[config.mk]
export PLATFORM = sky130hd
export DESIGN_NAME = ophc_regs
export DESIGN_NICKNAME = d
export VERILOG_FILES = /design/src/core/ophc_pkg.sv /design/src/core/ophc_regs.sv
export SDC_FILE = /design/constraint.sdc
export NUM_CORES = 1
export LEC_CHECK = 0
export ABC_AREA = 1
export BUFFER_PORTS_ARGS = -buffer_cell sky130_fd_sc_hd__buf_2
export CAP_MARGIN = 0
export CORE_UTILIZATION = 36
export CTS_BUF_LIST = sky130_fd_sc_hd__clkbuf_8 sky130_fd_sc_hd__clkbuf_16
export DETAILED_ROUTE_END_ITERATION = 10
export GPL_TIMING_DRIVEN = 0
export PLACE_DENSITY_LB_ADDON = 0.05
export SETUP_SLACK_MARGIN = 0.05
export SYNTH_ARGS = -nofsm -noshare
export SYNTH_HDL_FRONTEND = slang
export SYNTH_SLANG_ARGS = --single-unit
[constraint.sdc]
create_clock -name CLK -period 1.61 [get_ports CLK]
set_input_delay 0.0805 -clock CLK [delete_from_list [all_inputs] [get_ports CLK]]
set_output_delay 0.0805 -clock CLK [all_outputs]
set_load 0.01 [all_outputs]
[src/core/ophc_pkg.sv]
// Register map, field layouts and encodings for the OFDM header config bank
package ophc_pkg;
  // Register byte offsets
  localparam logic [7:0] OPHC_TX_HDR_OFS = 8'h00;
  localparam logic [7:0] OPHC_RX_HDR_OFS = 8'h04;
  localparam logic [7:0] OPHC_PHY_CFG_OFS = 8'h08;
  localparam logic [7:0] OPHC_SWITCH_OFS = 8'h0c;
  localparam logic [7:0] OPHC_IRQ_STAT_OFS = 8'h10;
  localparam logic [7:0] OPHC_IRQ_MASK_OFS = 8'h14;
  // Reset values
  localparam logic [7:0] OPHC_TX_HDR_RST = 8'h00;
  localparam logic [7:0] OPHC_RX_HDR_RST = 8'h00;
  localparam logic [7:0] OPHC_PHY_CFG_RST = 8'h00;
  localparam logic [7:0] OPHC_SWITCH_RST = 8'h10;
  // Writable bit masks
  localparam logic [7:0] OPHC_TX_HDR_WMASK = 8'hf7;
  localparam logic [7:0] OPHC_RX_HDR_WMASK = 8'h08;
  localparam logic [7:0] OPHC_PHY_CFG_WMASK = 8'h3f;
  localparam logic [7:0] OPHC_SWITCH_WMASK = 8'hff;
  localparam logic [1:0] OPHC_IRQ_WMASK = 2'h3;
  // Interrupt status bits
  localparam int OPHC_IRQ_FRAME_START = 0;
  localparam int OPHC_IRQ_RESYNC = 1;
  // Field positions
  localparam int OPHC_MCS_LSB = 0;
  localparam int OPHC_RSV5_BIT = 4;
  localparam int OPHC_RSV17_BIT = 5;
  localparam int OPHC_RSV18_BIT = 6;
  localparam int OPHC_RSV21_BIT = 7;
  localparam int OPHC_SPC_BIT = 3;
  localparam int OPHC_OPT_LSB = 0;
  localparam int OPHC_POI_BIT = 2;
  localparam int OPHC_LFO_BIT = 3;
  localparam int OPHC_TX_SEED_SELECT_LSB = 4;
  localparam int OPHC_RX_SEED_STATUS_LSB = 6;
  localparam int OPHC_RXO_BIT = 4;
  localparam int OPHC_PDT_LSB = 5;
  // Header rate field width and override threshold
  localparam int OPHC_RATE_W = 5;
  localparam logic [7:0] OPHC_RESYNC_DB = 8'h0c;
  // Scrambler seeds
  localparam logic [8:0] OPHC_SEED0 = 9'h017;
  localparam logic [8:0] OPHC_SEED1 = 9'h177;
  localparam logic [8:0] OPHC_SEED2 = 9'h01c;
  localparam logic [8:0] OPHC_SEED3 = 9'h17c;
  typedef enum logic [2:0] {
    OPHC_BPSK_R12_X4 = 3'h0,
    OPHC_BPSK_R12_X2 = 3'h1,
    OPHC_QPSK_R12_X2 = 3'h2,
    OPHC_QPSK_R12 = 3'h3,
    OPHC_QPSK_R34 = 3'h4,
    OPHC_QAM16_R12 = 3'h5,
    OPHC_QAM16_R34 = 3'h6
  } ophc_mcs_e;
  typedef enum logic [1:0] {
    OPHC_MOD_BPSK = 2'h0,
    OPHC_MOD_QPSK = 2'h1,
    OPHC_MOD_QAM16 = 2'h2
  } ophc_mod_e;
  typedef enum logic [1:0] {
    OPHC_CODE_R12 = 2'h0,
    OPHC_CODE_R34 = 2'h1
  } ophc_code_e;
endpackage

[src/core/ophc_regs.sv]
// OFDM PHY header configuration and status register bank with APB slave
// Notes on behaviour
// - Transmit MCS selects payload coding and fills rate field low bits, upper zero.
// - MCS codes 0..6 decode to BPSK/QPSK/16-QAM with rates and repetition.
// - Reserved header bits 21, 18, 17, 5 are transmitted as written, no other effect.
// - Receive header status updates only when frame-start interrupt is raised.
// - Receive status bits 7..4 show reserved header bits 21, 18, 17, 5.
// - Receive MCS status holds low three rate bits of last frame.
// - Spurious compensation active while its enable bit is one.
// - Receive seed status mirrors header scrambler field and seeds descrambler.
// - Transmit seed select picks scrambler seed and fills header scrambler field.
// - Interleave bit zero gives one symbol depth, one gives spreading factor.
// - Bandwidth option codes 0..3 select OFDM options 1..4.
// - Smaller preamble threshold values make detection more sensitive.
// - Override enabled restarts sync when symbol power rises over 12 dB.
// - Frame-start raised only for valid header checksum and nonzero length.
//
// The register addresses and the APB register port were decided locally.
`timescale 1ns/1ps
module ophc_regs
  import ophc_pkg::*;
#(
  parameter int FREQ_SPREAD_W = 3
) (
  // Clock and reset
  input wire logic CLK,
  input wire logic RESET,
  // APB slave
  input wire logic PSEL,
  input wire logic PENABLE,
  input wire logic PWRITE,
  input wire logic [7:0] PADDR,
  input wire logic [31:0] PWDATA,
  input wire logic [3:0] PSTRB,
  output logic [31:0] PRDATA,
  output logic PREADY,
  output logic PSLVERR,
  // Interrupt
  output logic IRQ,
  // Receiver header decode result
  input wire logic RX_HDR_DONE,
  input wire logic RX_HDR_CRC_OK,
  input wire logic [11:0] RX_HDR_LENGTH,
  input wire logic [OPHC_RATE_W-1:0] RX_HDR_RATE,
  input wire logic [3:0] RX_HDR_RESERVED,
  input wire logic [1:0] RX_HDR_SCRAMBLER,
  // Receiver power tracking
  input wire logic RX_IN_FRAME,
  input wire logic RX_SYM_POWER_STB,
  input wire logic [7:0] RX_SYM_POWER_DB,
  // Transmit header and modem control
  output logic [OPHC_RATE_W-1:0] TX_HDR_RATE,
  output logic [3:0] TX_HDR_RESERVED,
  output logic [1:0] TX_HDR_SCRAMBLER,
  output logic [8:0] TX_SCRAMBLER_SEED,
  output logic [1:0] TX_MODULATION,
  output logic [1:0] TX_CODE_RATE,
  output logic [1:0] TX_FREQ_REPEAT,
  // Receiver control
  output logic [8:0] RX_DESCRAMBLER_SEED,
  output logic RX_FRAME_START,
  output logic RX_SYNC_RESTART,
  output logic RX_SPUR_COMP_EN,
  output logic RX_LOW_FREQ_OFFSET,
  output logic [1:0] RX_BANDWIDTH_OPTION,
  output logic [FREQ_SPREAD_W-1:0] RX_INTERLEAVE_DEPTH,
  output logic [2:0] RX_PREAMBLE_THRESHOLD,
  input wire logic [FREQ_SPREAD_W-1:0] RX_FREQ_SPREAD
);

  typedef struct packed {
    logic [7:0] tx_hdr;
    logic [7:0] rx_hdr;
    logic [7:0] phy_cfg;
    logic [7:0] switches;
    logic [1:0] irq_stat;
    logic [1:0] irq_mask;
    logic [31:0] rdata;
    logic fs_pulse;
    logic resync_pulse;
    logic [7:0] last_pwr;
    logic pwr_valid;
  } ophc_state_s;

  ophc_state_s st_q;
  ophc_state_s st_d;
  logic wr_en;
  logic rd_en;
  logic addr_ok;
  logic frame_start;
  logic resync;
  logic [7:0] wbyte;
  logic [8:0] pwr_diff;

  function automatic logic [8:0] seed_of(input logic [1:0] code);
    logic [8:0] s;
    s = OPHC_SEED0;
    unique case (code)
      2'h0: s = OPHC_SEED0;
      2'h1: s = OPHC_SEED1;
      2'h2: s = OPHC_SEED2;
      2'h3: s = OPHC_SEED3;
    endcase
    return s;
  endfunction

  // Only byte lane 0 carries register data
  assign wbyte = PSTRB[0] ? PWDATA[7:0] : 8'h00;
  assign wr_en = PSEL && PENABLE && PWRITE && PSTRB[0];
  assign rd_en = PSEL && !PENABLE && !PWRITE;
  assign addr_ok = (PADDR == OPHC_TX_HDR_OFS) || (PADDR == OPHC_RX_HDR_OFS) ||
                   (PADDR == OPHC_PHY_CFG_OFS) || (PADDR == OPHC_SWITCH_OFS) ||
                   (PADDR == OPHC_IRQ_STAT_OFS) || (PADDR == OPHC_IRQ_MASK_OFS);

  assign frame_start = RX_HDR_DONE && RX_HDR_CRC_OK && (RX_HDR_LENGTH != 12'h000);

  assign pwr_diff = {1'b0, RX_SYM_POWER_DB} - {1'b0, st_q.last_pwr};
  assign resync = st_q.switches[OPHC_RXO_BIT] && RX_IN_FRAME && RX_SYM_POWER_STB &&
                  st_q.pwr_valid && (RX_SYM_POWER_DB > st_q.last_pwr) &&
                  (pwr_diff[7:0] > OPHC_RESYNC_DB);

  always_comb begin
    st_d = st_q;
    st_d.fs_pulse = frame_start;
    st_d.resync_pulse = resync;
    if (RX_SYM_POWER_STB && RX_IN_FRAME) begin
      st_d.last_pwr = RX_SYM_POWER_DB;
      st_d.pwr_valid = 1'b1;
    end
    // Restarted sync measures power afresh
    if (!RX_IN_FRAME || resync) begin
      st_d.pwr_valid = 1'b0;
    end
    if (wr_en) begin
      unique case (PADDR)
        OPHC_TX_HDR_OFS: st_d.tx_hdr = wbyte & OPHC_TX_HDR_WMASK;
        OPHC_RX_HDR_OFS: st_d.rx_hdr = (st_q.rx_hdr & ~OPHC_RX_HDR_WMASK) | (wbyte & OPHC_RX_HDR_WMASK);
        OPHC_PHY_CFG_OFS: st_d.phy_cfg = (st_q.phy_cfg & ~OPHC_PHY_CFG_WMASK) | (wbyte & OPHC_PHY_CFG_WMASK);
        OPHC_SWITCH_OFS: st_d.switches = wbyte & OPHC_SWITCH_WMASK;
        OPHC_IRQ_STAT_OFS: st_d.irq_stat = st_q.irq_stat & ~(wbyte[1:0] & OPHC_IRQ_WMASK);
        OPHC_IRQ_MASK_OFS: st_d.irq_mask = wbyte[1:0] & OPHC_IRQ_WMASK;
        default: ;
      endcase
    end
    if (frame_start) begin
      st_d.rx_hdr[OPHC_RSV21_BIT:OPHC_RSV5_BIT] = RX_HDR_RESERVED;
      st_d.rx_hdr[OPHC_MCS_LSB+:3] = RX_HDR_RATE[2:0];
      st_d.phy_cfg[OPHC_RX_SEED_STATUS_LSB+:2] = RX_HDR_SCRAMBLER;
    end
    // Set wins over a same-cycle clear
    if (frame_start) begin
      st_d.irq_stat[OPHC_IRQ_FRAME_START] = 1'b1;
    end
    if (resync) begin
      st_d.irq_stat[OPHC_IRQ_RESYNC] = 1'b1;
    end
    if (rd_en) begin
      st_d.rdata = 32'h0000_0000;
      unique case (PADDR)
        OPHC_TX_HDR_OFS: st_d.rdata[7:0] = st_q.tx_hdr;
        OPHC_RX_HDR_OFS: st_d.rdata[7:0] = st_q.rx_hdr;
        OPHC_PHY_CFG_OFS: st_d.rdata[7:0] = st_q.phy_cfg;
        OPHC_SWITCH_OFS: st_d.rdata[7:0] = st_q.switches;
        OPHC_IRQ_STAT_OFS: st_d.rdata[1:0] = st_q.irq_stat;
        OPHC_IRQ_MASK_OFS: st_d.rdata[1:0] = st_q.irq_mask;
        default: ;
      endcase
    end
  end

  always_ff @(posedge CLK) begin
    if (RESET) begin
      st_q <= '0;
      st_q.tx_hdr <= OPHC_TX_HDR_RST;
      st_q.rx_hdr <= OPHC_RX_HDR_RST;
      st_q.phy_cfg <= OPHC_PHY_CFG_RST;
      st_q.switches <= OPHC_SWITCH_RST;
    end else begin
      st_q <= st_d;
    end
  end

  // Read data set up in setup phase, so no wait states
  assign PREADY = 1'b1;
  assign PSLVERR = PSEL && PENABLE && !addr_ok;
  assign PRDATA = st_q.rdata;
  assign IRQ = |(st_q.irq_stat & st_q.irq_mask);

  assign TX_HDR_RATE = {{(OPHC_RATE_W-3){1'b0}}, st_q.tx_hdr[OPHC_MCS_LSB+:3]};
  assign TX_HDR_RESERVED = st_q.tx_hdr[OPHC_RSV21_BIT:OPHC_RSV5_BIT];
  assign TX_HDR_SCRAMBLER = st_q.phy_cfg[OPHC_TX_SEED_SELECT_LSB+:2];
  assign TX_SCRAMBLER_SEED = seed_of(st_q.phy_cfg[OPHC_TX_SEED_SELECT_LSB+:2]);
  assign RX_DESCRAMBLER_SEED = seed_of(st_q.phy_cfg[OPHC_RX_SEED_STATUS_LSB+:2]);

  always_comb begin
    TX_MODULATION = OPHC_MOD_BPSK;
    TX_CODE_RATE = OPHC_CODE_R12;
    TX_FREQ_REPEAT = 2'h0;
    unique case (st_q.tx_hdr[OPHC_MCS_LSB+:3])
      OPHC_BPSK_R12_X4: TX_FREQ_REPEAT = 2'h2;
      OPHC_BPSK_R12_X2: TX_FREQ_REPEAT = 2'h1;
      OPHC_QPSK_R12_X2: begin
        TX_MODULATION = OPHC_MOD_QPSK;
        TX_FREQ_REPEAT = 2'h1;
      end
      OPHC_QPSK_R12: TX_MODULATION = OPHC_MOD_QPSK;
      OPHC_QPSK_R34: begin
        TX_MODULATION = OPHC_MOD_QPSK;
        TX_CODE_RATE = OPHC_CODE_R34;
      end
      OPHC_QAM16_R12: TX_MODULATION = OPHC_MOD_QAM16;
      OPHC_QAM16_R34: begin
        TX_MODULATION = OPHC_MOD_QAM16;
        TX_CODE_RATE = OPHC_CODE_R34;
      end
      // Code 7 undefined: falls back to the most robust mode
      default: TX_FREQ_REPEAT = 2'h2;
    endcase
  end

  assign RX_FRAME_START = st_q.fs_pulse;
  assign RX_SYNC_RESTART = st_q.resync_pulse;
  assign RX_SPUR_COMP_EN = st_q.rx_hdr[OPHC_SPC_BIT];
  assign RX_LOW_FREQ_OFFSET = st_q.phy_cfg[OPHC_LFO_BIT];
  assign RX_BANDWIDTH_OPTION = st_q.phy_cfg[OPHC_OPT_LSB+:2];
  assign RX_INTERLEAVE_DEPTH = st_q.phy_cfg[OPHC_POI_BIT] ? RX_FREQ_SPREAD :
                               {{(FREQ_SPREAD_W-1){1'b0}}, 1'b1};
  assign RX_PREAMBLE_THRESHOLD = st_q.switches[OPHC_PDT_LSB+:3];

endmodule

==> summary.md <==
| Metric | Value |
|---|---|
| Site Rows | 34 |
| Reg-to-reg endpoint | st_q[46] |
| Fin crit period | 1700 ps |
| Die area | 0.00975 mm² |
| Via/cell ratio | 4.51 |
| Overall die height | 98.8 µm |
| H-tree depth | 2 |
| Remaining DRCs | 0 |
| Switching power | 0.000848 W |
| Share of cells above drive strength 1 | 34.7% |
| Clk Tree Root Cell | clkbuf_8 |
| Worst endpoint required time | 1820 ps |
| Final worst-path cycle share | 106% |
| Final Worst Setup Slack | -92.3 ps |
| Core Area | 0.00889 mm² |
| Gr usage total | 17.6% |
| Layout area overhead | 28.0% |
| Switching share of power | 30.4% |
| Post-CTS Setup Repair Bufs | 0 |
| Most frequent cells in the layout | buf_2 (105), nand2_1 (76), buf_4 (64) |
| Worst Hold End | RX_PREAMBLE_THRESHOLD[1] |
| Max Clock Skew | 8.85 ps |
| Max_cap viols | 0 |
| Power share of the sequential group | 49.6% |
| Final instance area | 0.00432 mm² |
| DRT antenna net count | 0 |
| Hold_sp | PWDATA[6] |
| Failing checks | negative setup slack |
| Die width | 98.8 µm |
| RSZ-0062 raised after global routing | true |
| Final setup violation count | 3 |
| Post-synthesis sequential area ratio | 32.1% |
| Slew headroom | 65.6% |
| TritonCTS clock tree | yes |
| Vias | 3332 |
| Status | finished with violations |
| Clk pwr share | 29.7% |
| Combinational power share | 20.7% |
| Fmax | 587 MHz |
| Starting Density | 37.9% |
| DR WL/cell | 11.6 µm |
| Post-DP Area | 0.00416 mm² |
| CP endpoint kind | flop |
| Initial antenna violation count | 0 |
| CP Class | reg2reg |
| Syn Std Cell Area | 0.00337 mm² |
| Clk Latency, worst-skew pair | 310 ps |
| Largest net degree at the start of global routing | 20 |
| Final core occ | 48.5% |
| PwrDens | 647 mW/mm² |
| Avg Cell Area, Syn | 6.96 µm² |
| Endpoints failing hold | 0 |
| Commonest non-fill, non-tap cell in the layout | buf_2 |
| Worst slew pin tran | 513 ps |
| First-pass GRT wire length | 13800 µm |
| Detailed Route WL | 8580 µm |
| Internal Power | 0.00194 W |
| Hold Path Stages | 3 |
| # diodes | 0 |
| Mapped Cells | 484 |
| Sinks on Clock Net | 54 |
| Reg2reg path depth | 11 |
| Hold Path Class | in2reg |
| Clock slew at reported path FFs | 110 ps |
| Routability cong. | 0.834 |
| Clk buf depth | 2 |
| Post-synthesis register bit count | 54 |
| Max IR drop VDD | 0.338 mV |
| Fillers | 939 |
| Worst Path Max Fanout | 2 |
| Nets | 726 |
| Post-DP HPWL | 6930 µm |
| I/O pin count | 169 |
| Worst r2r src | st_q[1] |
| Number of global-route vias before repair | 2929 |
| Pre-antenna DRT Iters | 4 |
| Post-synthesis cell type count | 35 |
| Ys Warns | 0 |
| CTS buffer count | 5 |
| Number of DRC markers in iteration 0 | 112 |
| Total gr overflow | 0 |
| # port buffers | 105 |
| Critical Path AT | 1910 ps |
| Final count of pins violating max slew | 0 |
| R2R Setup Slk | -90 ps |
| Leak Pwr | 2.30 nW |
| Kind of start point of the critical path | flop |
## cell usage after synthesis
library cell   n  area, µm²
a2111oi_1      1       10.0
a211oi_1       1       7.51
a21oi_1       45        225
a21oi_2        1       8.76
a22o_1         1       8.76
buf_4         64        480
clkbuf_1      10       37.5
clkinv_1       2       7.51
clkinv_2       1       5.00
conb_1         2       7.51
dfxtp_1       54       1080
fa_1           1       20.0
ha_1           8        100
inv_1         52        195
inv_2          8       30.0
nand2_1       80        300
nand2_2        4       25.0
nand2_4        2       22.5
nand3_1       34        170
nand3b_1       1       7.51
nand4_1        2       12.5
nand4_4        1       21.3
nor2_1        39        146
nor2_2         1       6.26
nor2_4         2       22.5
nor2_8         1       20.0
nor3_1         5       25.0
nor3_2         2       20.0
nor3_4         3       48.8
nor4_1         1       6.26
o211ai_1       3       22.5
o211ai_2       1       12.5
o21ai_0       22        110
o21ai_1       28        140
or2_1          1       6.26
## sequential cells by signal (all words and copies together) (netlist names)
| signal | count |
|---|---|
| st_q | 28 |
| PRDATA | 8 |
| RX_LOW_FREQ_OFFSET | 1 |
| RX_FRAME_START | 1 |
| TX_HDR_RATE | 3 |
| RX_PREAMBLE_THRESHOLD | 3 |
| TX_HDR_SCRAMBLER | 2 |
| TX_HDR_RESERVED | 4 |
| RX_SYNC_RESTART | 1 |
| RX_BANDWIDTH_OPTION | 2 |
| RX_SPUR_COMP_EN | 1 |
## how the worst max path moves through the flow
stage / startpoint / endpoint
CTS: st_q[1] / st_q[46]
finish: st_q[1] / st_q[46]
global route: st_q[1] / st_q[46]
detailed placement: st_q[1] / RX_SYNC_RESTART
global placement: st_q[1] / st_q[46]
floorplan: st_q[1] / st_q[46]
## worst max-delay path, stage by stage (launching register included)
cell     delay [ps]
dfxtp_2         340
ha_4            160
fa_2            510
nand2_1          50
inv_1            50
nor2_1           30
nand3_1          90
nand2_1          50
nor2_1           80
nand2_1          90
nand3_2          90
nand2_1          50
## routing by layer
layer / vias up / global-route usage [%] / part of all wire [%]
met2: 107 / 31.6 / 48
met5: - / 0 / 0
met3: 5 / 2.48 / 4.9
li1: 1764 / - / -
met4: 0 / 4.13 / 0.79
met1: 1456 / 22.3 / 46
## power groups by stage
stage	clock [W]	sequential (W)	combinational, W
after floorplan	0	0.00141	0.000383
after global placement	0	0.00141	0.000548
after detailed placement	0	0.00141	0.000554
after CTS	0.000861	0.00139	0.000573
after global routing	0.000910	0.00139	0.000648
final	0.000829	0.00139	0.000576
## logic make-up (layout without fill, tap and decap cells)
group | after synthesis | in the layout | share of synthesized area [%]
AOI/OAI and AO/OA | 103 | 103 | 16.2
adders and majority gates | 9 | 9 | 3.56
buffers and inverters | 137 | 252 | 22.4
DFF | 54 | 54 | 32.1
other | 2 | 34 | 0.223
and+or+nand+nor | 179 | 179 | 25.5
## through the flow
step	hold slack (ps)	TNS, ps	cells	total power, W	worst slack [ps]
finish	18.4	-197	739	0.00279	-92.3
global route	23.3	-509	739	0.00295	-200
CTS	21.1	-264	739	0.00282	-111
detailed placement	314	-351	729	0.00197	-153
global placement	321	-328	729	0.00196	-154
floorplan	160	0	516	0.00179	51.3
## final cells by class
type / instances / area, µm² / share of cell area (%)
inverters: 63 / 238 / 5.51
plain buffers: 74 / 520 / 12.1
clock buffers: 5 / 68.8 / 1.59
flip-flops and latches: 54 / 1080 / 25.1
multi-input cells: 325 / 1700 / 39.3
well taps: 108 / 135 / 3.13
repair buffers: 107 / 546 / 12.6
clock inverters: 3 / 28.8 / 0.667
## what timing repair did
action	4_1_cts	5_1_grt
resized for setup	8	7
pin swaps	5	6
hold buffers	2	0
endpoints found under the hold margin	3	0
endpoints found under the setup margin	3	12
(Power assumes the default switching activity.)
